<file path="config.mk">
export PLATFORM = sky130hd
export DESIGN_NAME = awc_core
export DESIGN_NICKNAME = d
export VERILOG_FILES = /design/src/awc_pkg.sv /design/src/awc_alu.sv /design/src/awc_core.sv
export SDC_FILE = /design/constraint.sdc
export NUM_CORES = 1
export LEC_CHECK = 0
export ABC_AREA = 1
export ABC_CLOCK_PERIOD_IN_PS = 3850
export BUFFER_PORTS_ARGS = -buffer_cell sky130_fd_sc_hd__buf_2
export CELL_PAD_IN_SITES_DETAIL_PLACEMENT = 0
export CELL_PAD_IN_SITES_GLOBAL_PLACEMENT = 1
export CORE_MARGIN = 8
export CORE_UTILIZATION = 42
export CTS_CLUSTER_SIZE = 24
export DETAILED_ROUTE_END_ITERATION = 8
export PLACE_DENSITY = 0.75
export SLEW_MARGIN = 20
export SYNTH_ARGS = -nofsm -noshare
export SYNTH_HDL_FRONTEND = slang
export SYNTH_SLANG_ARGS = --single-unit
</file>
<file path="constraint.sdc">
create_clock -name i_sys_clk -period 3.85 [get_ports i_sys_clk]
set_clock_uncertainty 0.2 [all_clocks]
set_input_delay 0.1925 -clock i_sys_clk [delete_from_list [all_inputs] [get_ports i_sys_clk]]
set_output_delay 0.1925 -clock i_sys_clk [all_outputs]
set_load 0.01 [all_outputs]
</file>
<file path="src/awc_pkg.sv">
// Shared constants and types for the working-register execution core
package awc_pkg;

    // ========================================================================
    // Widths
    // ========================================================================
    localparam int DATA_W = 8;
    localparam int INSTR_W = 14;
    localparam int PC_W = 13;
    localparam int ADDR_W = 8;
    localparam int STACK_DEPTH = 8;

    // ========================================================================
    // Vectors and reset values
    // ========================================================================
    localparam logic [12:0] RESET_VECTOR = 13'h0000;
    localparam logic [12:0] IRQ_VECTOR = 13'h0004;
    localparam logic [7:0] W_RST = 8'h00;
    localparam logic [7:0] STATUS_RST = 8'h00;
    localparam logic [7:0] FSR_RST = 8'h00;
    localparam logic [13:0] INSTR_NOP = 14'h0000;

    // ========================================================================
    // Core registers in data space (low seven address bits, both banks)
    // ========================================================================
    localparam logic [6:0] SFR_INDIRECT = 7'h00;
    localparam logic [6:0] SFR_PCL = 7'h02;
    localparam logic [6:0] SFR_STATUS = 7'h03;
    localparam logic [6:0] SFR_FSR = 7'h04;

    // Status bit positions
    localparam int ST_C = 0;
    localparam int ST_DC = 1;
    localparam int ST_Z = 2;
    localparam int ST_RP0 = 5;

    // ========================================================================
    // Instruction encoding
    // ========================================================================
    localparam logic [1:0] GRP_BYTE = 2'h0;
    localparam logic [1:0] GRP_BIT = 2'h1;
    localparam logic [1:0] GRP_JUMP = 2'h2;
    localparam logic [1:0] GRP_LIT = 2'h3;
    localparam logic [13:0] INSTR_RETURN = 14'h0008;
    localparam logic [13:0] INSTR_RETFIE = 14'h0009;

    // ========================================================================
    // Timing
    // ========================================================================
    localparam int CLK_NS = 25;
    localparam int PHASE_COUNT = 4;
    localparam int CYCLE_NS_REF = 200;
    localparam int OSC_MHZ_REF = 20;
    localparam int CYCLE_NS = PHASE_COUNT * CLK_NS;

    // Phase sequence, Gray coded
    typedef enum logic [1:0] {
        PH_ONE = 2'h0,
        PH_TWO = 2'h1,
        PH_THREE = 2'h3,
        PH_FOUR = 2'h2
    } awc_phase_t;

    // ALU operations
    typedef enum logic [3:0] {
        ALU_ADD, ALU_SUB, ALU_AND, ALU_IOR, ALU_XOR, ALU_PASS_W, ALU_PASS_F,
        ALU_COM, ALU_INC, ALU_DEC, ALU_RRF, ALU_RLF, ALU_SWAP, ALU_CLR,
        ALU_BCLR, ALU_BSET
    } awc_alu_op_t;

endpackage

</file>
<file path="src/awc_alu.sv">
// Eight-bit ALU with carry, digit carry and zero outputs
`timescale 1ns/100ps
module awc_alu (
    // Operation select
    input wire awc_pkg::awc_alu_op_t i_op,
    input wire logic [2:0] i_bit,
    input wire logic i_carry,
    // Operands: working register and file or literal
    input wire logic [7:0] i_w,
    input wire logic [7:0] i_f,
    // Result and flags
    output logic [7:0] o_res,
    output logic o_c,
    output logic o_dc,
    output logic o_z
);
    logic [8:0] sum;
    logic [4:0] nib;

    // Operation select and flag generation
    always_comb begin
        sum = 9'h000;
        nib = 5'h00;
        o_c = i_carry;
        o_dc = 1'b0;
        o_res = i_f;
        case (i_op)
            awc_pkg::ALU_ADD: begin
                sum = {1'b0, i_w} + {1'b0, i_f};
                nib = {1'b0, i_w[3:0]} + {1'b0, i_f[3:0]};
                o_res = sum[7:0];
                o_c = sum[8];
                o_dc = nib[4];
            end
            awc_pkg::ALU_SUB: begin
                // Two's complement: carry high means no borrow
                sum = {1'b0, i_f} + {1'b0, ~i_w} + 9'h001; // RULE7 RULE12
                nib = {1'b0, i_f[3:0]} + {1'b0, ~i_w[3:0]} + 5'h01; // RULE12
                o_res = sum[7:0];
                o_c = sum[8];
                o_dc = nib[4];
            end
            awc_pkg::ALU_AND: o_res = i_w & i_f;
            awc_pkg::ALU_IOR: o_res = i_w | i_f;
            awc_pkg::ALU_XOR: o_res = i_w ^ i_f;
            awc_pkg::ALU_PASS_W: o_res = i_w;
            awc_pkg::ALU_PASS_F: o_res = i_f;
            awc_pkg::ALU_COM: o_res = ~i_f;
            awc_pkg::ALU_INC: o_res = i_f + 8'h01;
            awc_pkg::ALU_DEC: o_res = i_f - 8'h01;
            awc_pkg::ALU_RRF: begin
                o_res = {i_carry, i_f[7:1]}; // RULE6
                o_c = i_f[0];
            end
            awc_pkg::ALU_RLF: begin
                o_res = {i_f[6:0], i_carry}; // RULE6
                o_c = i_f[7];
            end
            awc_pkg::ALU_SWAP: o_res = {i_f[3:0], i_f[7:4]};
            awc_pkg::ALU_CLR: o_res = 8'h00;
            awc_pkg::ALU_BCLR: o_res = i_f & ~(8'h01 << i_bit);
            awc_pkg::ALU_BSET: o_res = i_f | (8'h01 << i_bit);
            default: o_res = i_f;
        endcase
        o_z = (o_res == 8'h00); // RULE19
    end

endmodule // awc_alu

</file>
<file path="src/awc_core.sv">
// Execution core: phase divider, two-stage pipeline, decode, flags, stack
// Operation
// RULE1 - Instructions are 14 bits wide, separate from the 8-bit data word.
// RULE2 - One whole instruction is fetched per cycle on its own program bus.
// RULE3 - Fetch overlaps execution; non-branch instructions complete in one cycle.
// RULE4 - Core registers, program counter low byte included, sit in data space.
// RULE5 - Register file reachable directly and indirectly for every operation.
// RULE6 - ALU is 8 bits: add, subtract, shift and logical operations.
// RULE7 - Arithmetic treats operands and results as two's complement.
// RULE8 - Two-operand ops use accumulator plus file register or literal.
// RULE9 - Single-operand ops act on accumulator or file register.
// RULE10 - Accumulator is an 8-bit register with no data address.
// RULE11 - Carry, digit carry, zero change only for instructions that affect them.
// RULE12 - In subtraction carry means no borrow, digit carry no nibble borrow.
// RULE13 - In RC mode cycle clock output runs at a quarter of input.
// RULE14 - Master reset input resets the core while low.
// RULE15 - Four phases; counter increments in phase one, latch in phase four.
// RULE16 - Operand read in phase two, destination written in phase four.
// RULE17 - Program counter changes take two cycles, flushing the fetched word.
// RULE18 - Start at 0000h after reset; interrupt entry loads 0004h.
// RULE19 - Zero flag set on all-zero result, cleared otherwise, when affected.
`timescale 1ns/100ps
module awc_core #(
    parameter int STACK_DEPTH = awc_pkg::STACK_DEPTH
) (
    // Clock and reset
    input wire logic i_sys_clk,
    input wire logic i_rstn,
    input wire logic i_master_reset_n,
    // Configuration and interrupt request
    input wire logic i_rc_mode,
    input wire logic i_irq_req,
    // Program memory bus
    output logic [12:0] o_prog_addr,
    input wire logic [13:0] i_prog_data,
    // Data register file bus
    output logic [7:0] o_data_addr,
    output logic o_data_rd,
    input wire logic [7:0] i_data_rdata,
    output logic o_data_wr,
    output logic [7:0] o_data_wdata,
    // Status outputs
    output logic o_cycle_clock_output,
    output logic o_irq_ack
);
    localparam int SP_W = $clog2(STACK_DEPTH);

    // ========================================================================
    // State
    // ========================================================================
    awc_pkg::awc_phase_t ph_r, ph_nxt;
    logic [12:0] program_counter_r, program_counter_nxt;
    logic [13:0] instruction_latch_r, instruction_latch_nxt;
    logic [7:0] w_r, w_nxt;
    logic [7:0] status_r, status_nxt;
    logic [7:0] fsr_r, fsr_nxt;
    logic [7:0] opnd_r, opnd_nxt;
    logic [12:0] stk_r [STACK_DEPTH];
    logic [12:0] stk_nxt [STACK_DEPTH];
    logic [SP_W-1:0] sp_r, sp_nxt;
    logic [12:0] prog_addr_nxt;
    logic [7:0] data_addr_nxt, data_wdata_nxt;
    logic data_rd_nxt, data_wr_nxt, cyc_nxt, irq_ack_nxt;

    // ========================================================================
    // Decode
    // ========================================================================
    awc_pkg::awc_alu_op_t op;
    logic [7:0] ea, alu_b, res;
    logic alu_c, alu_dc, alu_z, internal;
    logic use_lit, to_w, to_f, file_rd, fz, fc, fdc;
    logic skip_z, skip_set, skip_clr, jump, call, ret, skip, redirect, irq_take;
    logic [3:0] sub;

    // Core register decode for a data address
    function automatic logic is_core_reg(input logic [6:0] a);
        is_core_reg = (a == awc_pkg::SFR_INDIRECT) || (a == awc_pkg::SFR_PCL) ||
                      (a == awc_pkg::SFR_STATUS) || (a == awc_pkg::SFR_FSR);
    endfunction

    // Effective address: indirect through select register or banked direct
    always_comb begin
        ea = (instruction_latch_r[6:0] == awc_pkg::SFR_INDIRECT) ? fsr_r :
             {status_r[awc_pkg::ST_RP0], instruction_latch_r[6:0]}; // RULE5
        internal = is_core_reg(ea[6:0]); // RULE4
        alu_b = use_lit ? instruction_latch_r[7:0] : opnd_r; // RULE8 RULE9
    end

    // Instruction decode into ALU op, destination and flow control
    always_comb begin
        op = awc_pkg::ALU_PASS_F;
        use_lit = 1'b0;
        to_w = 1'b0;
        to_f = 1'b0;
        file_rd = 1'b0;
        fz = 1'b0;
        fc = 1'b0;
        fdc = 1'b0;
        skip_z = 1'b0;
        skip_set = 1'b0;
        skip_clr = 1'b0;
        jump = 1'b0;
        call = 1'b0;
        ret = 1'b0;
        sub = instruction_latch_r[11:8];
        case (instruction_latch_r[13:12]) // RULE1
            awc_pkg::GRP_BYTE: begin
                to_w = ~instruction_latch_r[7];
                to_f = instruction_latch_r[7];
                file_rd = 1'b1;
                case (sub)
                    4'h0: begin
                        op = awc_pkg::ALU_PASS_W;
                        to_w = 1'b0;
                        file_rd = 1'b0;
                        ret = (instruction_latch_r == awc_pkg::INSTR_RETURN) ||
                              (instruction_latch_r == awc_pkg::INSTR_RETFIE);
                    end
                    4'h1: begin
                        op = awc_pkg::ALU_CLR;
                        fz = 1'b1;
                    end
                    4'h2: begin
                        op = awc_pkg::ALU_SUB;
                        {fz, fc, fdc} = 3'h7;
                    end
                    4'h3: {op, fz} = {awc_pkg::ALU_DEC, 1'b1};
                    4'h4: {op, fz} = {awc_pkg::ALU_IOR, 1'b1};
                    4'h5: {op, fz} = {awc_pkg::ALU_AND, 1'b1};
                    4'h6: {op, fz} = {awc_pkg::ALU_XOR, 1'b1};
                    4'h7: begin
                        op = awc_pkg::ALU_ADD;
                        {fz, fc, fdc} = 3'h7;
                    end
                    4'h8: {op, fz} = {awc_pkg::ALU_PASS_F, 1'b1};
                    4'h9: {op, fz} = {awc_pkg::ALU_COM, 1'b1};
                    4'hA: {op, fz} = {awc_pkg::ALU_INC, 1'b1};
                    4'hB: {op, skip_z} = {awc_pkg::ALU_DEC, 1'b1};
                    4'hC: {op, fc} = {awc_pkg::ALU_RRF, 1'b1};
                    4'hD: {op, fc} = {awc_pkg::ALU_RLF, 1'b1};
                    4'hE: op = awc_pkg::ALU_SWAP;
                    default: {op, skip_z} = {awc_pkg::ALU_INC, 1'b1};
                endcase
            end
            awc_pkg::GRP_BIT: begin
                file_rd = 1'b1;
                case (instruction_latch_r[11:10])
                    2'h0: {op, to_f} = {awc_pkg::ALU_BCLR, 1'b1};
                    2'h1: {op, to_f} = {awc_pkg::ALU_BSET, 1'b1};
                    2'h2: skip_clr = 1'b1;
                    default: skip_set = 1'b1;
                endcase
            end
            awc_pkg::GRP_JUMP: begin
                jump = 1'b1;
                call = ~instruction_latch_r[11];
            end
            default: begin
                use_lit = 1'b1;
                to_w = 1'b1;
                case (sub)
                    4'h8: {op, fz} = {awc_pkg::ALU_IOR, 1'b1};
                    4'h9: {op, fz} = {awc_pkg::ALU_AND, 1'b1};
                    4'hA: {op, fz} = {awc_pkg::ALU_XOR, 1'b1};
                    4'hB: to_w = 1'b0;
                    4'hC, 4'hD: begin
                        op = awc_pkg::ALU_SUB;
                        {fz, fc, fdc} = 3'h7;
                    end
                    4'hE, 4'hF: begin
                        op = awc_pkg::ALU_ADD;
                        {fz, fc, fdc} = 3'h7;
                    end
                    default: ret = (sub[3:2] == 2'h1);
                endcase
            end
        endcase
    end

    // Shared ALU
    awc_alu u_alu (
        .i_op(op),
        .i_bit(instruction_latch_r[9:7]),
        .i_carry(status_r[awc_pkg::ST_C]),
        .i_w(w_r),
        .i_f(alu_b),
        .o_res(res),
        .o_c(alu_c),
        .o_dc(alu_dc),
        .o_z(alu_z)
    );

    // ========================================================================
    // Phase sequencing and pipeline next state
    // ========================================================================
    always_comb begin
        skip = (skip_z & alu_z) |
               (skip_set & opnd_r[instruction_latch_r[9:7]]) |
               (skip_clr & ~opnd_r[instruction_latch_r[9:7]]);
        redirect = jump | ret |
                   (to_f & (ea[6:0] == awc_pkg::SFR_PCL)); // RULE17
        irq_take = i_irq_req & ~redirect & ~skip;
        ph_nxt = ph_r;
        program_counter_nxt = program_counter_r;
        instruction_latch_nxt = instruction_latch_r;
        w_nxt = w_r;
        status_nxt = status_r;
        fsr_nxt = fsr_r;
        opnd_nxt = opnd_r;
        stk_nxt = stk_r;
        sp_nxt = sp_r;
        prog_addr_nxt = o_prog_addr;
        data_addr_nxt = o_data_addr;
        data_rd_nxt = o_data_rd;
        data_wr_nxt = o_data_wr;
        data_wdata_nxt = o_data_wdata;
        irq_ack_nxt = 1'b0;
        case (ph_r) // RULE15
            awc_pkg::PH_ONE: begin
                ph_nxt = awc_pkg::PH_TWO;
                prog_addr_nxt = program_counter_r; // RULE2
                program_counter_nxt = program_counter_r + 13'h0001; // RULE15
                data_addr_nxt = ea;
                data_rd_nxt = file_rd & ~internal;
            end
            awc_pkg::PH_TWO: begin
                ph_nxt = awc_pkg::PH_THREE;
                data_rd_nxt = 1'b0;
                case (ea[6:0]) // RULE16
                    awc_pkg::SFR_PCL: opnd_nxt = program_counter_r[7:0];
                    awc_pkg::SFR_STATUS: opnd_nxt = status_r;
                    awc_pkg::SFR_FSR: opnd_nxt = fsr_r;
                    awc_pkg::SFR_INDIRECT: opnd_nxt = 8'h00;
                    default: opnd_nxt = i_data_rdata;
                endcase
            end
            awc_pkg::PH_THREE: begin
                ph_nxt = awc_pkg::PH_FOUR;
                data_wr_nxt = to_f & ~internal; // RULE16
                data_wdata_nxt = res;
            end
            awc_pkg::PH_FOUR: begin
                ph_nxt = awc_pkg::PH_ONE;
                data_wr_nxt = 1'b0;
                if (to_w) begin
                    w_nxt = res; // RULE10
                end
                if (to_f && ea[6:0] == awc_pkg::SFR_STATUS) begin
                    status_nxt = res;
                end
                if (to_f && ea[6:0] == awc_pkg::SFR_FSR) begin
                    fsr_nxt = res;
                end
                if (to_f && ea[6:0] == awc_pkg::SFR_PCL) begin
                    program_counter_nxt = {program_counter_r[12:8], res}; // RULE4
                end
                // Flags from the ALU override a write to status
                if (fc) status_nxt[awc_pkg::ST_C] = alu_c; // RULE11 RULE12
                if (fdc) status_nxt[awc_pkg::ST_DC] = alu_dc; // RULE11
                if (fz) status_nxt[awc_pkg::ST_Z] = alu_z; // RULE11 RULE19
                if (jump) begin
                    program_counter_nxt = {program_counter_r[12:11],
                                           instruction_latch_r[10:0]};
                end
                if (ret) begin
                    sp_nxt = sp_r - 1'b1;
                    program_counter_nxt = stk_r[sp_nxt];
                end
                if (irq_take) begin
                    program_counter_nxt = awc_pkg::IRQ_VECTOR; // RULE18
                    irq_ack_nxt = 1'b1;
                end
                // Return address is the fetched word now being discarded
                if (call || irq_take) begin
                    stk_nxt[sp_r] = o_prog_addr;
                    sp_nxt = sp_r + 1'b1;
                end
                // Pipeline latch; flushed word becomes a no-op
                instruction_latch_nxt = (redirect || skip || irq_take) ?
                    awc_pkg::INSTR_NOP : i_prog_data; // RULE3 RULE17
            end
            default: ph_nxt = awc_pkg::PH_ONE;
        endcase
        cyc_nxt = i_rc_mode & ((ph_nxt == awc_pkg::PH_THREE) ||
                               (ph_nxt == awc_pkg::PH_FOUR)); // RULE13
        // Master reset holds everything but operand, stack entries, data address and write data while low
        if (!i_master_reset_n) begin // RULE14
            ph_nxt = awc_pkg::PH_ONE;
            program_counter_nxt = awc_pkg::RESET_VECTOR; // RULE18
            instruction_latch_nxt = awc_pkg::INSTR_NOP;
            w_nxt = awc_pkg::W_RST;
            status_nxt = awc_pkg::STATUS_RST;
            fsr_nxt = awc_pkg::FSR_RST;
            sp_nxt = '0;
            prog_addr_nxt = awc_pkg::RESET_VECTOR;
            data_rd_nxt = 1'b0;
            data_wr_nxt = 1'b0;
            cyc_nxt = 1'b0;
            irq_ack_nxt = 1'b0;
        end
    end

    // Registers
    always_ff @(posedge i_sys_clk or negedge i_rstn) begin
        if (!i_rstn) begin
            ph_r <= awc_pkg::PH_ONE;
            program_counter_r <= awc_pkg::RESET_VECTOR; // RULE18
            instruction_latch_r <= awc_pkg::INSTR_NOP;
            w_r <= awc_pkg::W_RST;
            status_r <= awc_pkg::STATUS_RST;
            fsr_r <= awc_pkg::FSR_RST;
            opnd_r <= 8'h00;
            for (int i = 0; i < STACK_DEPTH; i++) begin
                stk_r[i] <= 13'h0000;
            end
            sp_r <= '0;
            o_prog_addr <= awc_pkg::RESET_VECTOR;
            o_data_addr <= 8'h00;
            o_data_rd <= 1'b0;
            o_data_wr <= 1'b0;
            o_data_wdata <= 8'h00;
            o_cycle_clock_output <= 1'b0;
            o_irq_ack <= 1'b0;
        end else begin
            ph_r <= ph_nxt;
            program_counter_r <= program_counter_nxt;
            instruction_latch_r <= instruction_latch_nxt;
            w_r <= w_nxt;
            status_r <= status_nxt;
            fsr_r <= fsr_nxt;
            opnd_r <= opnd_nxt;
            stk_r <= stk_nxt;
            sp_r <= sp_nxt;
            o_prog_addr <= prog_addr_nxt;
            o_data_addr <= data_addr_nxt;
            o_data_rd <= data_rd_nxt;
            o_data_wr <= data_wr_nxt;
            o_data_wdata <= data_wdata_nxt;
            o_cycle_clock_output <= cyc_nxt;
            o_irq_ack <= irq_ack_nxt;
        end
    end

endmodule // awc_core

</file>
======== Yosys cells after proc, flatten, opt, wreduce, memory -nomap -nowiden ========
Index checks and enable logic that the tools add are counted.
operators by class
  add/sub/neg operators ................... 11
  reductions and logical operators ........ 45
  shift operators ......................... 1
  mux-type cells .......................... 81
  bitwise operators ....................... 30
  $lt $le $gt $ge ......................... 4
  eq/ne operators ......................... 60
operators by type and width
  kind                                                   number
  case mux 8 bit (16 select lines)                       1
  two-way mux 13 bit                                     9
  bitwise mux 104 bit                                    1
  two-way mux 8 bit                                      12
  == test 4 bit, second input constant                   16
  case mux 4 bit (13 select lines)                       1
  two-way mux 14 bit                                     3
  binary-select mux 13 bit (select 3 bit)                1
  demux 13 bit (select 3 bit)                            1
  == test 4 x 3 -> 1 bit, second input constant          8
  case mux 8 bit (4 select lines)                        1
  two-way mux 1 bit                                      29
  == test 14 x 4 -> 1 bit, second input constant         2
  case mux 13 bit (2 select lines)                       1
  NOT 8 bit                                              3
  inequality test 3 x 1 -> 1 bit, second input constant  7
  case mux 1 bit (2 select lines)                        10
  AND reduction 2 bit                                    10
  adder 8 x 8 -> 9 bit                                   2
  bitwise AND 8 bit                                      2
  == test 4 x 2 -> 1 bit, second input constant          4
  bitwise OR 8 bit                                       2
  case mux 3 bit (5 select lines)                        1
  == test 7 x 2 -> 1 bit, second input constant          2
  other kinds (48)                                       103
word-level totals
  input bits .............................. 27
  output and inout port bits .............. 33
  bits in registers ....................... 201

======== Depth between registers and ports, before layout ========
Gate-level depths: netlist (run 1).
  depth in word-level cells ............... 16
  gate-level depth with buffers ........... 31
  depth with buffers taken out ............ 31

======== Cells and area by module ========
A second synthesis (run 1) with hierarchy kept.
second synthesis, totals
  cells, all modules ...................... 1727
  area total of the unflattened synthesis .. 12549.5 sq um
modules (own cells, without submodules)
  module    times used  seq. area each (sq um)  area an instance (sq um)  cells each
  awc_core  1           5029.8                  10346.2                   1274
  awc_alu   1           0.0                     2203.4                    453

======== Worst setup path after synthesis (run 1) ========
OpenSTA, ideal clock, no wires.
  path kind ............................... register to register
  start ................................... reg instruction_latch_r[12]
  end ..................................... reg stk_r[50] in the netlist's numbering
  cell stages (with the launch flop) ...... 25
  period minus slack after synthesis ...... 4170 ps
  setup slack ............................. -320 ps
  arrival time ............................ 3844 ps
  library setup time ...................... 127 ps
  path buffers ............................ 3
  cell sequence ........................... dfrtp_1 -> ha_1 -> buf_2 -> buf_4 -> nand2_1 -> o21ai_1 -> inv_1 -> ha_1 -> inv_1 -> fa_1 -> o31ai_1 -> a21oi_1 -> o21bai_1 -> nor2_1 -> o21ai_0 -> nand2_2 -> nand2_2 -> nor2_4 -> nand3_4 -> nand3_4 -> nand2_8 -> nand3_4 -> buf_6 -> nand2_2 -> o21ai_1
between the ends
  longest elaborated chain between the ends .. 14
RTL lines
  element                                      RTL line         RTL
  start: declaration                           awc_core.sv:53   logic [13:0] instruction_latch_r, instruction_latch_nxt;
  start signal: assignment                     awc_core.sv:308  instruction_latch_r <= awc_pkg::INSTR_NOP;
  start signal: assignment                     awc_core.sv:327  instruction_latch_r <= instruction_latch_nxt;
  == test 2 bit, or another cell as far along  awc_core.sv:106  case (instruction_latch_r[13:12])
  OR reduction 3 bit (no line)                 n/a
  two-way mux 8 bit                            awc_core.sv:86   alu_b = use_lit ? instruction_latch_r[7:0] : opnd_r;
  adder 8 x 8 -> 9 bit                         awc_alu.sv:37    sum = {1'b0, i_f} + {1'b0, ~i_w} + 9'h001;
  adder 9 x 1 -> 9 bit                         awc_alu.sv:37
  case mux 8 bit (16 select lines)             awc_alu.sv:27    case (i_op)
  zero test 8 bit                              awc_alu.sv:65    o_z = (o_res == 8'h00);
  bitwise AND 1 bit                            awc_core.sv:197  skip = (skip_z & alu_z) |
  bitwise OR 1 bit                             awc_core.sv:197
  bitwise OR 1 bit                             awc_core.sv:198  (skip_set & opnd_r[instruction_latch_r[9:7]]) |
  NOT 1 bit                                    awc_core.sv:202  irq_take = i_irq_req & ~redirect & ~skip;
  bitwise AND 1 bit                            awc_core.sv:202
  logical OR 1 bit *                           awc_core.sv:274  if (call || irq_take) begin
  AND reduction 2 bit (no line) *              n/a
  end signal: assignment                       awc_core.sv:332  stk_r <= stk_nxt;
  end: declaration                             awc_core.sv:58   logic [12:0] stk_r [STACK_DEPTH];
Mark *: on every way between the ends. The rest lies on a longest branch, timed or not.
A chain may end at the register's enable or synchronous reset.

======== Worst setup path in the final report (run 1) ========
  start ................................... reg instruction_latch_r[12]
  end ..................................... reg stk_r[88] in the netlist's numbering
Same word-level chain as after synthesis.

==> results of run 1 <==
-- worst reg2reg max path, stage by stage, from the launching register on --
cell and delay (ps):
dfrtp_1 430, ha_4 230, buf_6 130, nor2_4 90, buf_6 120, inv_4 30, a21oi_4 210, nand3_4 130
nor2_4 240, ha_4 190, nand2_1 70, buf_4 130, nor3_2 140, nand2_1 90, nand3_1 90, nand3_2 110
nand2_4 100, nand2_4 70, nand2_4 70, nor2_4 50, nand3_4 60, nand3_4 140, nand2_8 180, nand3_4 170
clkbuf_16 230, nand2_2 50, o21ai_1 50
-- metal layers --
layer	share of wire, %	global-route usage (%)	up-vias
met5	0.027	0	-
li1	-	-	5918
met2	47	38.4	393
met3	5.6	3.38	84
met4	3.5	8.06	2
met1	44	32.3	5949
-- Yosys cell counts, types with 16 or more instances --
| cell type | number |
|---|---|
| nand3_1 | 66 |
| a22oi_1 | 16 |
| nand2_1 | 446 |
| dfrtp_1 | 201 |
| nor2_1 | 110 |
| o21ai_1 | 123 |
| o21ai_0 | 119 |
| o22ai_1 | 29 |
| buf_6 | 21 |
| nor3_1 | 19 |
| a21oi_1 | 80 |
| clkbuf_1 | 41 |
| inv_2 | 24 |
| nand2_2 | 23 |
| inv_1 | 133 |
| ha_1 | 27 |
-- layout make-up --
type / instances / area share [%]
multi-input cells: 1208 / 44.4
flip-flops and latches: 201 / 30.6
repair buffers: 253 / 13.3
clock buffers: 31 / 3.92
inverters: 163 / 3.84
well taps: 390 / 2.96
clock inverters: 8 / 0.958
diodes: 1 / 0.0152
-- power groups by stage --
stage / logic (mW) / registers [mW] / clock network (mW)
global route: 4.24 / 2.57 / 2.47
finish: 3.90 / 2.55 / 2.35
CTS: 3.44 / 2.53 / 2.38
global placement: 3.33 / 2.56 / 0
floorplan: 1.94 / 2.54 / 0
detailed placement: 3.34 / 2.57 / 0
-- path summary, 6_finish.rpt --
kind	start	end	slack (ps)	depth (start not counted)
worst min register to register	program_counter_r[12]$_DFFE_PN0P_	program_counter_r[12]$_DFFE_PN0P_	280	2
max in group asynchronous	i_rstn	o_data_addr[5]$_DFFE_PN0P_	2200	3
worst max register to register	instruction_latch_r[12]$_DFFE_PN0P_	stk_r[88]$_DFFE_PN0P_	-40	26
worst max-delay path	instruction_latch_r[12]$_DFFE_PN0P_	stk_r[88]$_DFFE_PN0P_	-40	26
min in group asynchronous	i_rstn	stk_r[4]$_DFFE_PN0P_	120	2
worst min-delay path	i_irq_req	instruction_latch_r[6]$_DFFE_PN0P_	60	5
-- what timing repair did --
action,in CTS,in global routing
setup endpoints to repair,130,138
hold endpoints to repair,137,0
resized for setup,26,246
hold buffers,26,0
pin swaps,4,37
buffers inserted,8,18
gates cloned,0,3
-- state kept, by name, summed over array words and instances (netlist names), 13 cells and up --
signal / flops
o_prog_addr: 13
program_counter_r: 13
instruction_latch_r: 14
stk_r: 104
-- kinds of logic (layout without fill, tap and decap cells) --
logic type / Yosys count / after routing / share of synthesized area [%]
compound gates: 444 / 444 / 20.7
xor+xnor: 14 / 14 / 0.984
fa+ha+maj: 29 / 29 / 3.03
buf+inv: 232 / 455 / 8.41
flops: 201 / 201 / 40.4
mux: 3 / 3 / 0.271
other cells: 0 / 1 / 0
simple gates: 718 / 718 / 26.2
-- per-stage QoR --
stage	TNS (ps)	std cells	util, %	area, sq um
finish	-576	2255	56.0	16500
global route	-20060	2255	56.0	16500
CTS	-50.7	2233	52.1	15300
detailed placement	-18700	2160	48.0	14100
global placement	-14570	2160	48.0	14100
floorplan	0	1641	-	12500
==> metrics.txt, run 1 <==
status=finished with violations; failing checks=negative setup slack; CTS tree=yes; Nets=1906; sequential area share after synthesis=40.4%; Worst path max stage delay=430 ps; Starting DRT DRC Count=1081; DR vias=12346; clk root buf=clkbuf_16; WP data required=4060 ps; syn_area_per_cell=7.59 sq um; critical path arrival=4090 ps; synth-to-layout area growth=32.2%; Clk pin slew, worst setup/hold paths=60 ps; Std-Cell Rows=63; Gate power share=44.3%; fillers=2802; remaining global-route overflow=0; max cap viols=0; Crit-path slowest cell=dfrtp_1; CP Capture Type=flip-flop; Seq pwr share=28.9%; RSZ-0062 raised after global routing=yes; cells after synthesis=1641; Final Max Tran Viols=0; setup slack after placement=-250 ps; vias in the first global route=11831; Die Wd=188 um; Max Buffers Root-to-Sink=3; Vias/cell=5.47; Area contributors post-synth=dfrtp_1 (40%), nand2_1 (13%), o21ai_1 (4.9%); Tot Pwr=8.80 mW; Distinct cells, synth=57; worst hold slack=58.1 ps; drt total wl=43800 um; Leak=7.53 nW; CTS HTree Levels=1; Async SR Flop Fraction=100%; CTS sink cnt=201; sw power=3.47 mW; estimated wirelength of the detail-placed design=31700 um; Int Pwr=5.33 mW; crit-path max FO=8; Netlist Area Pre-Place=12500 sq um; final antenna-violating net count=0; first-pass GRT wire length=67300 um; Die Ht=188 um; sw frac=39.4%; Routed WL per cell=19.4 um; share of cells above drive strength 1=30.2%; clk_lat worst skew=530 ps; largest net degree at the start of global routing=108; boundary pin count=60; Final Hold Vio Count=0; drt first pass iters=5; Initial Utilization=42.4%; power per cell area=535 nW/um^2; Buf/Inv on CP=5; leading area contributor after synthesis=dfrtp_1; setup slack after layout=-37.3 ps; VDD IR max=0.357 mV; worst hold-check path type=in2reg; multi-input logic area=7320 sq um; EDFF count, synth=0; Mapped Nets=1697; CP Class=reg2reg; Synth top area share=40.4%; register area=5030 sq um; most frequent cells in the layout=nand2_1 (351), dfrtp_1 (199), buf_4 (131), inv_1 (123), o21ai_0 (113); initial antenna violation count=1; Ys Warns=0; maximum clock frequency=0.257 GHz; Max-slew headroom=34.7%; Crit path top cell by count=nand3_4; Period minus WS final=3890 ps; Final period util=101%; CP top delay family=simple AND/OR/NAND/NOR gates; Core Area=29400 sq um; port bufs=59; CP Launch Type=flip-flop; detailed-route DRC error count=0; Num CTS Buffers=23; GPL Wtd Cong=0.945; Synth Flop Type=dfrtp_1; GRT Util Overall=23.8%; commonest non-fill, non-tap cell in the layout=nand2_1; Worst Tran Pin Value=976 ps; die area=35400 sq um; post-synthesis register bit count=201; endpoints failing setup=34; part of the power in the clock network=26.7%
Note: power is estimated with default switching activity, not from simulation.
==> run 2, diff against run 1 <==
--- a/config.mk
+++ b/config.mk
@@ -7,7 +7,7 @@
 export LEC_CHECK = 0
 export ABC_AREA = 1
 export ABC_CLOCK_PERIOD_IN_PS = 3850
-export BUFFER_PORTS_ARGS = -buffer_cell sky130_fd_sc_hd__buf_2
+export BUFFER_PORTS_ARGS = -buffer_cell sky130_fd_sc_hd__buf_4
 export CELL_PAD_IN_SITES_DETAIL_PLACEMENT = 0
 export CELL_PAD_IN_SITES_GLOBAL_PLACEMENT = 1
 export CORE_MARGIN = 8
==> metrics.txt, run 2 (synthesis results as in run 1) <==
status=finished with violations; failing checks=negative setup slack; fin cells=2270; Largest Register=stk_r; maximum clock frequency=0.254 GHz; Final period util=102%; remaining global-route overflow=0; estimated wirelength of the detail-placed design=32000 um; max cap viols=0; commonest non-fill, non-tap cell in the layout=nand2_1; Die Wd=188 um; endpoints failing setup=49; Clk pin slew, worst setup/hold paths=60 ps; detailed-route DRC error count=0; Final Max Tran Viols=0; CTS sink cnt=201; Routed WL per cell=20.0 um; setup slack after layout=-84.8 ps; Nets=1919; initial antenna violation count=0; Die Ht=188 um; Starting DRT DRC Count=1094; CP Launch Type=flip-flop; max reg flops=104; worst hold-check path type=in2reg; Core Area=29400 sq um; GRT Util Overall=24.0%; Regs by FF count=stk_r: 104 flops, instruction_latch_r: 14 flops; vias in the first global route=11929; VDD IR max=0.326 mV; CTS tree=yes; port bufs=59; Initial Utilization=42.4%; Std-Cell Rows=63; Max Buffers Root-to-Sink=3; synth-to-layout area growth=35.2%; drt total wl=45400 um; CTS HTree Levels=1; first-pass GRT wire length=68400 um; final antenna-violating net count=0; clk root buf=clkbuf_16; die area=35400 sq um; WP data required=4100 ps; placed insts=2162; most frequent cells in the layout=nand2_1 (351), dfrtp_1 (198), buf_4 (198), inv_1 (124), o21ai_0 (113); diode count=0; critical path arrival=4180 ps; Max-slew headroom=34.1%; CP Capture Type=flip-flop; RSZ-0062 raised after global routing=yes; DR vias=12641; Num CTS Buffers=23; reg-to-reg slack, setup=-80 ps; Period minus WS final=3930 ps; power per cell area=524 nW/um^2; total negative slack=-1220 ps; Final Hold Vio Count=0; GPL Wtd Cong=0.934; boundary pin count=60; clk_lat worst skew=530 ps; Worst Tran Pin Value=985 ps; Leak=7.73 nW; Vias/cell=5.57; crit-path max FO=8; share of cells above drive strength 1=32.6%; largest net degree at the start of global routing=108; setup slack after placement=-312 ps; drt first pass iters=5; CP Class=reg2reg
-- run 2: power by group --
group / leakage [nW] / internal [mW] / switching, mW
Clock: 0.395 / 1.35 / 0.926
Combinational: 4.58 / 1.61 / 2.39
Sequential: 2.75 / 2.35 / 0.201
Total: 7.73 / 5.31 / 3.52
-- run 2: timing repair --
action / CTS / global route
gates resized for setup: 38 / 235
hold endpoints to repair: 145 / 0
pin swaps: 20 / 67
cloned: 0 / 13
buffers inserted: 13 / 17
hold buffers: 25 / 0
endpoints found under the setup margin: 130 / 135
-- run 2: routing by layer --
metal  up-vias  part of all wire (%)  track usage (%)  routed length [um]
met3        92                   6.0             2.98                2710
met5         -                     0                0                   0
met2       433                    48             39.5               21600
li1       5975                     -                -                   -
met1      6141                    43             33.0               19700
met4         0                   3.1             6.58                1410
-- run 2: critical path, stage by stage, from the launching register on --
cell and delay [ps]:
dfrtp_2 440, inv_2 100, ha_4 150, buf_4 110
nand2_1 60, o21ai_2 230, o21ai_4 100, nand3_4 110
buf_4 110, buf_4 90, buf_4 110, inv_1 130
o21ai_1 160, o2111ai_1 150, nor2_1 120, nand2_1 100
nor2_1 230, nand2_2 120, nor2_4 130, nand3_4 90
nand3_4 140, nand2_8 130, nand3_4 220, clkbuf_16 180
nand2_4 40, o21ai_1 100
-- run 2: path summary, 6_finish.rpt --
kind / start / endpoint / cells past startpoint
setup / recovery: instruction_latch_r[13]$_DFFE_PN0P_ / stk_r[14]$_DFFE_PN0P_ / 25
hold / removal: i_irq_req / instruction_latch_r[4]$_DFFE_PN0P_ / 5
setup reg to reg: instruction_latch_r[13]$_DFFE_PN0P_ / stk_r[14]$_DFFE_PN0P_ / 25
hold reg to reg: program_counter_r[11]$_DFFE_PN0P_ / program_counter_r[11]$_DFFE_PN0P_ / 2
max in group asynchronous: i_rstn / instruction_latch_r[13]$_DFFE_PN0P_ / 3
min in group asynchronous: i_rstn / stk_r[46]$_DFFE_PN0P_ / 2
-- run 2: per-stage QoR --
step                utilization (%)  hold slack, ps  power (mW)  area [sq um]
floorplan                         -            -303        4.48         12500
global placement               48.6             190        6.00         14300
detailed placement             48.6             187        6.02         14300
CTS                            53.1            20.0        8.46         15600
global route                   57.3            49.5        9.29         16800
finish                         57.3            36.2        8.83         16800
-- run 2: area by class of cell --
type                    instances  area [sq um]
multi-input cells            1208          7330
well taps                     390           488
flip-flops and latches        201          5030
clock buffers                  35           711
repair buffers                266          2570
fillers                      2734         12600
clock inverters                 7          78.8
inverters                     163           632
==> run 3, diff against run 2 <==
==> constraint.sdc (replaced) <==
create_clock -name i_sys_clk -period 3.85 [get_ports i_sys_clk]
set_clock_uncertainty 0.2 [all_clocks]
set_input_delay 0.385 -clock i_sys_clk [delete_from_list [all_inputs] [get_ports i_sys_clk]]
set_output_delay 0.385 -clock i_sys_clk [all_outputs]
set_load 0.01 [all_outputs]
==> metrics.txt, run 3 (synthesis results as in run 1) <==
status=finished with violations; failing checks=negative setup slack; drt total wl=45300 um; Final Max Tran Viols=0; Final period util=103%; max cap viols=0; Worst path max stage delay=440 ps; Regs by FF count=stk_r: 104 flops, instruction_latch_r: 14 flops; commonest non-fill, non-tap cell in the layout=nand2_1; total negative slack=-5020 ps; CP top delay family=simple AND/OR/NAND/NOR gates; max reg flops=104; GRT Util Overall=24.5%; hold-critical path depth=5; synth-to-layout area growth=32.0%; RSZ-0062 raised after global routing=yes; maximum clock frequency=0.252 GHz; estimated wirelength of the detail-placed design=32400 um; Final Hold Vio Count=0; Worst Tran Pin Value=955 ps; first-pass GRT wire length=69800 um; Crit-path slowest cell=dfrtp_2; Largest Register=stk_r; die area=35400 sq um; Num CTS Buffers=23; CTS sink cnt=201; CP Capture Type=flip-flop; initial antenna violation count=0; Crit. path cell count=26; drt first pass iters=5; WP data required=4100 ps; diode count=0; clk root buf=clkbuf_16; boundary pin count=60; critical path arrival=4230 ps; detailed-route DRC error count=0; utilization after layout=55.9%; Die Wd=188 um; Clk pin slew, worst setup/hold paths=70 ps; Die Ht=188 um; Max Buffers Root-to-Sink=3; power per cell area=533 nW/um^2; Nets=1906; worst hold-check path type=in2reg; clk_lat worst skew=530 ps; Tot Pwr=8.77 mW; Std-Cell Rows=63; worst reg-to-reg path cell count=26; Max-slew headroom=36.1%; crit-path max FO=8; CP Class=reg2reg; Vias/cell=5.54; most frequent cells in the layout=nand2_1 (386), dfrtp_1 (198), buf_4 (196), inv_1 (126), o21ai_0 (109); Period minus WS final=3970 ps; DR vias=12507; endpoints failing setup=104; CTS tree=yes; port bufs=59; CP Launch Type=flip-flop; Crit path top cell by count=nand2_2; Core Area=29400 sq um; CTS HTree Levels=1; VDD IR max=0.354 mV; worst hold slack=10.9 ps; share of cells above drive strength 1=28.5%; final antenna-violating net count=0; Initial Utilization=42.4%; Leak=7.60 nW; Routed WL per cell=20.1 um; largest net degree at the start of global routing=97; Starting DRT DRC Count=1046; vias in the first global route=12217; Buf/Inv on CP=3; setup slack after layout=-123 ps; GPL Wtd Cong=0.931; remaining global-route overflow=0
==> run 3: cell types whose count changed in the layout (fill, tap and decap cells not counted), sizes merged <==
cell	delta
bufinv	+1
clkbuf	-10
clkinvlp	+1
dlygate4sd3	-7
inv	+1
==> run 3: cell type report <==
class,instances,area [sq um]
inverter,163,629
clock inverter,10,125
sequential,201,5030
timing repair buffer,253,2400
clock buffer,31,666
fill,2781,13000
tap,390,488
multi-input combinational,1208,7100
==> run 3: tightest hold or removal path: stages <==
cell and delay, ps:
buf_4 70, nand2_1 50, o2111ai_1 70, nand2_1 60
o21ai_0 60
==> run 3: final timing paths <==
path	from	to	slack (ps)
max	instruction_latch_r[12]$_DFFE_PN0P_	stk_r[101]$_DFFE_PN0P_	-120
min	i_data_rdata[5]	opnd_r[5]$_DFFE_PN0N_	10
max reg2reg	instruction_latch_r[12]$_DFFE_PN0P_	stk_r[101]$_DFFE_PN0P_	-120
min reg2reg	program_counter_r[12]$_DFFE_PN0P_	program_counter_r[12]$_DFFE_PN0P_	280
max in group asynchronous	i_rstn	program_counter_r[12]$_DFFE_PN0P_	2060
min in group asynchronous	i_rstn	stk_r[82]$_DFFE_PN0P_	280
==> run 3: power by group <==
part           internal, mW  switching [mW]
clock network          1.36           0.947
logic                  1.56            2.35
registers              2.35           0.203
total                  5.27            3.50
==> run 3: metal layers <==
metal | wire length, um | vias up | share of wire [%] | GRT usage [%]
met5 | 0 | - | 0 | 0
met4 | 1410 | 0 | 3.1 | 7.58
met3 | 2610 | 85 | 5.8 | 3.55
met2 | 21300 | 425 | 47 | 40.0
met1 | 20000 | 6074 | 44 | 33.1
li1 | - | 5923 | - | -
==> run 3: repair_timing <==
item / in CTS / in global routing
setup endpoints to repair: 130 / 137
pin swaps: 4 / 42
hold endpoints to repair: 110 / 0
cloned: 1 / 6
hold buffers: 18 / 0
setup buffers: 21 / 4
gates resized for setup: 51 / 151
==> run 3: metrics by stage <==
| stage | cell area (sq um) | setup slack [ps] | cells |
|---|---|---|---|
| after floorplan | 12500 | 10.4 | 1641 |
| after global placement | 14400 | -181 | 2167 |
| after detailed placement | 14400 | -288 | 2167 |
| after CTS | 15800 | -20.1 | 2248 |
| after global routing | 16400 | -296 | 2256 |
| final | 16400 | -123 | 2256 |
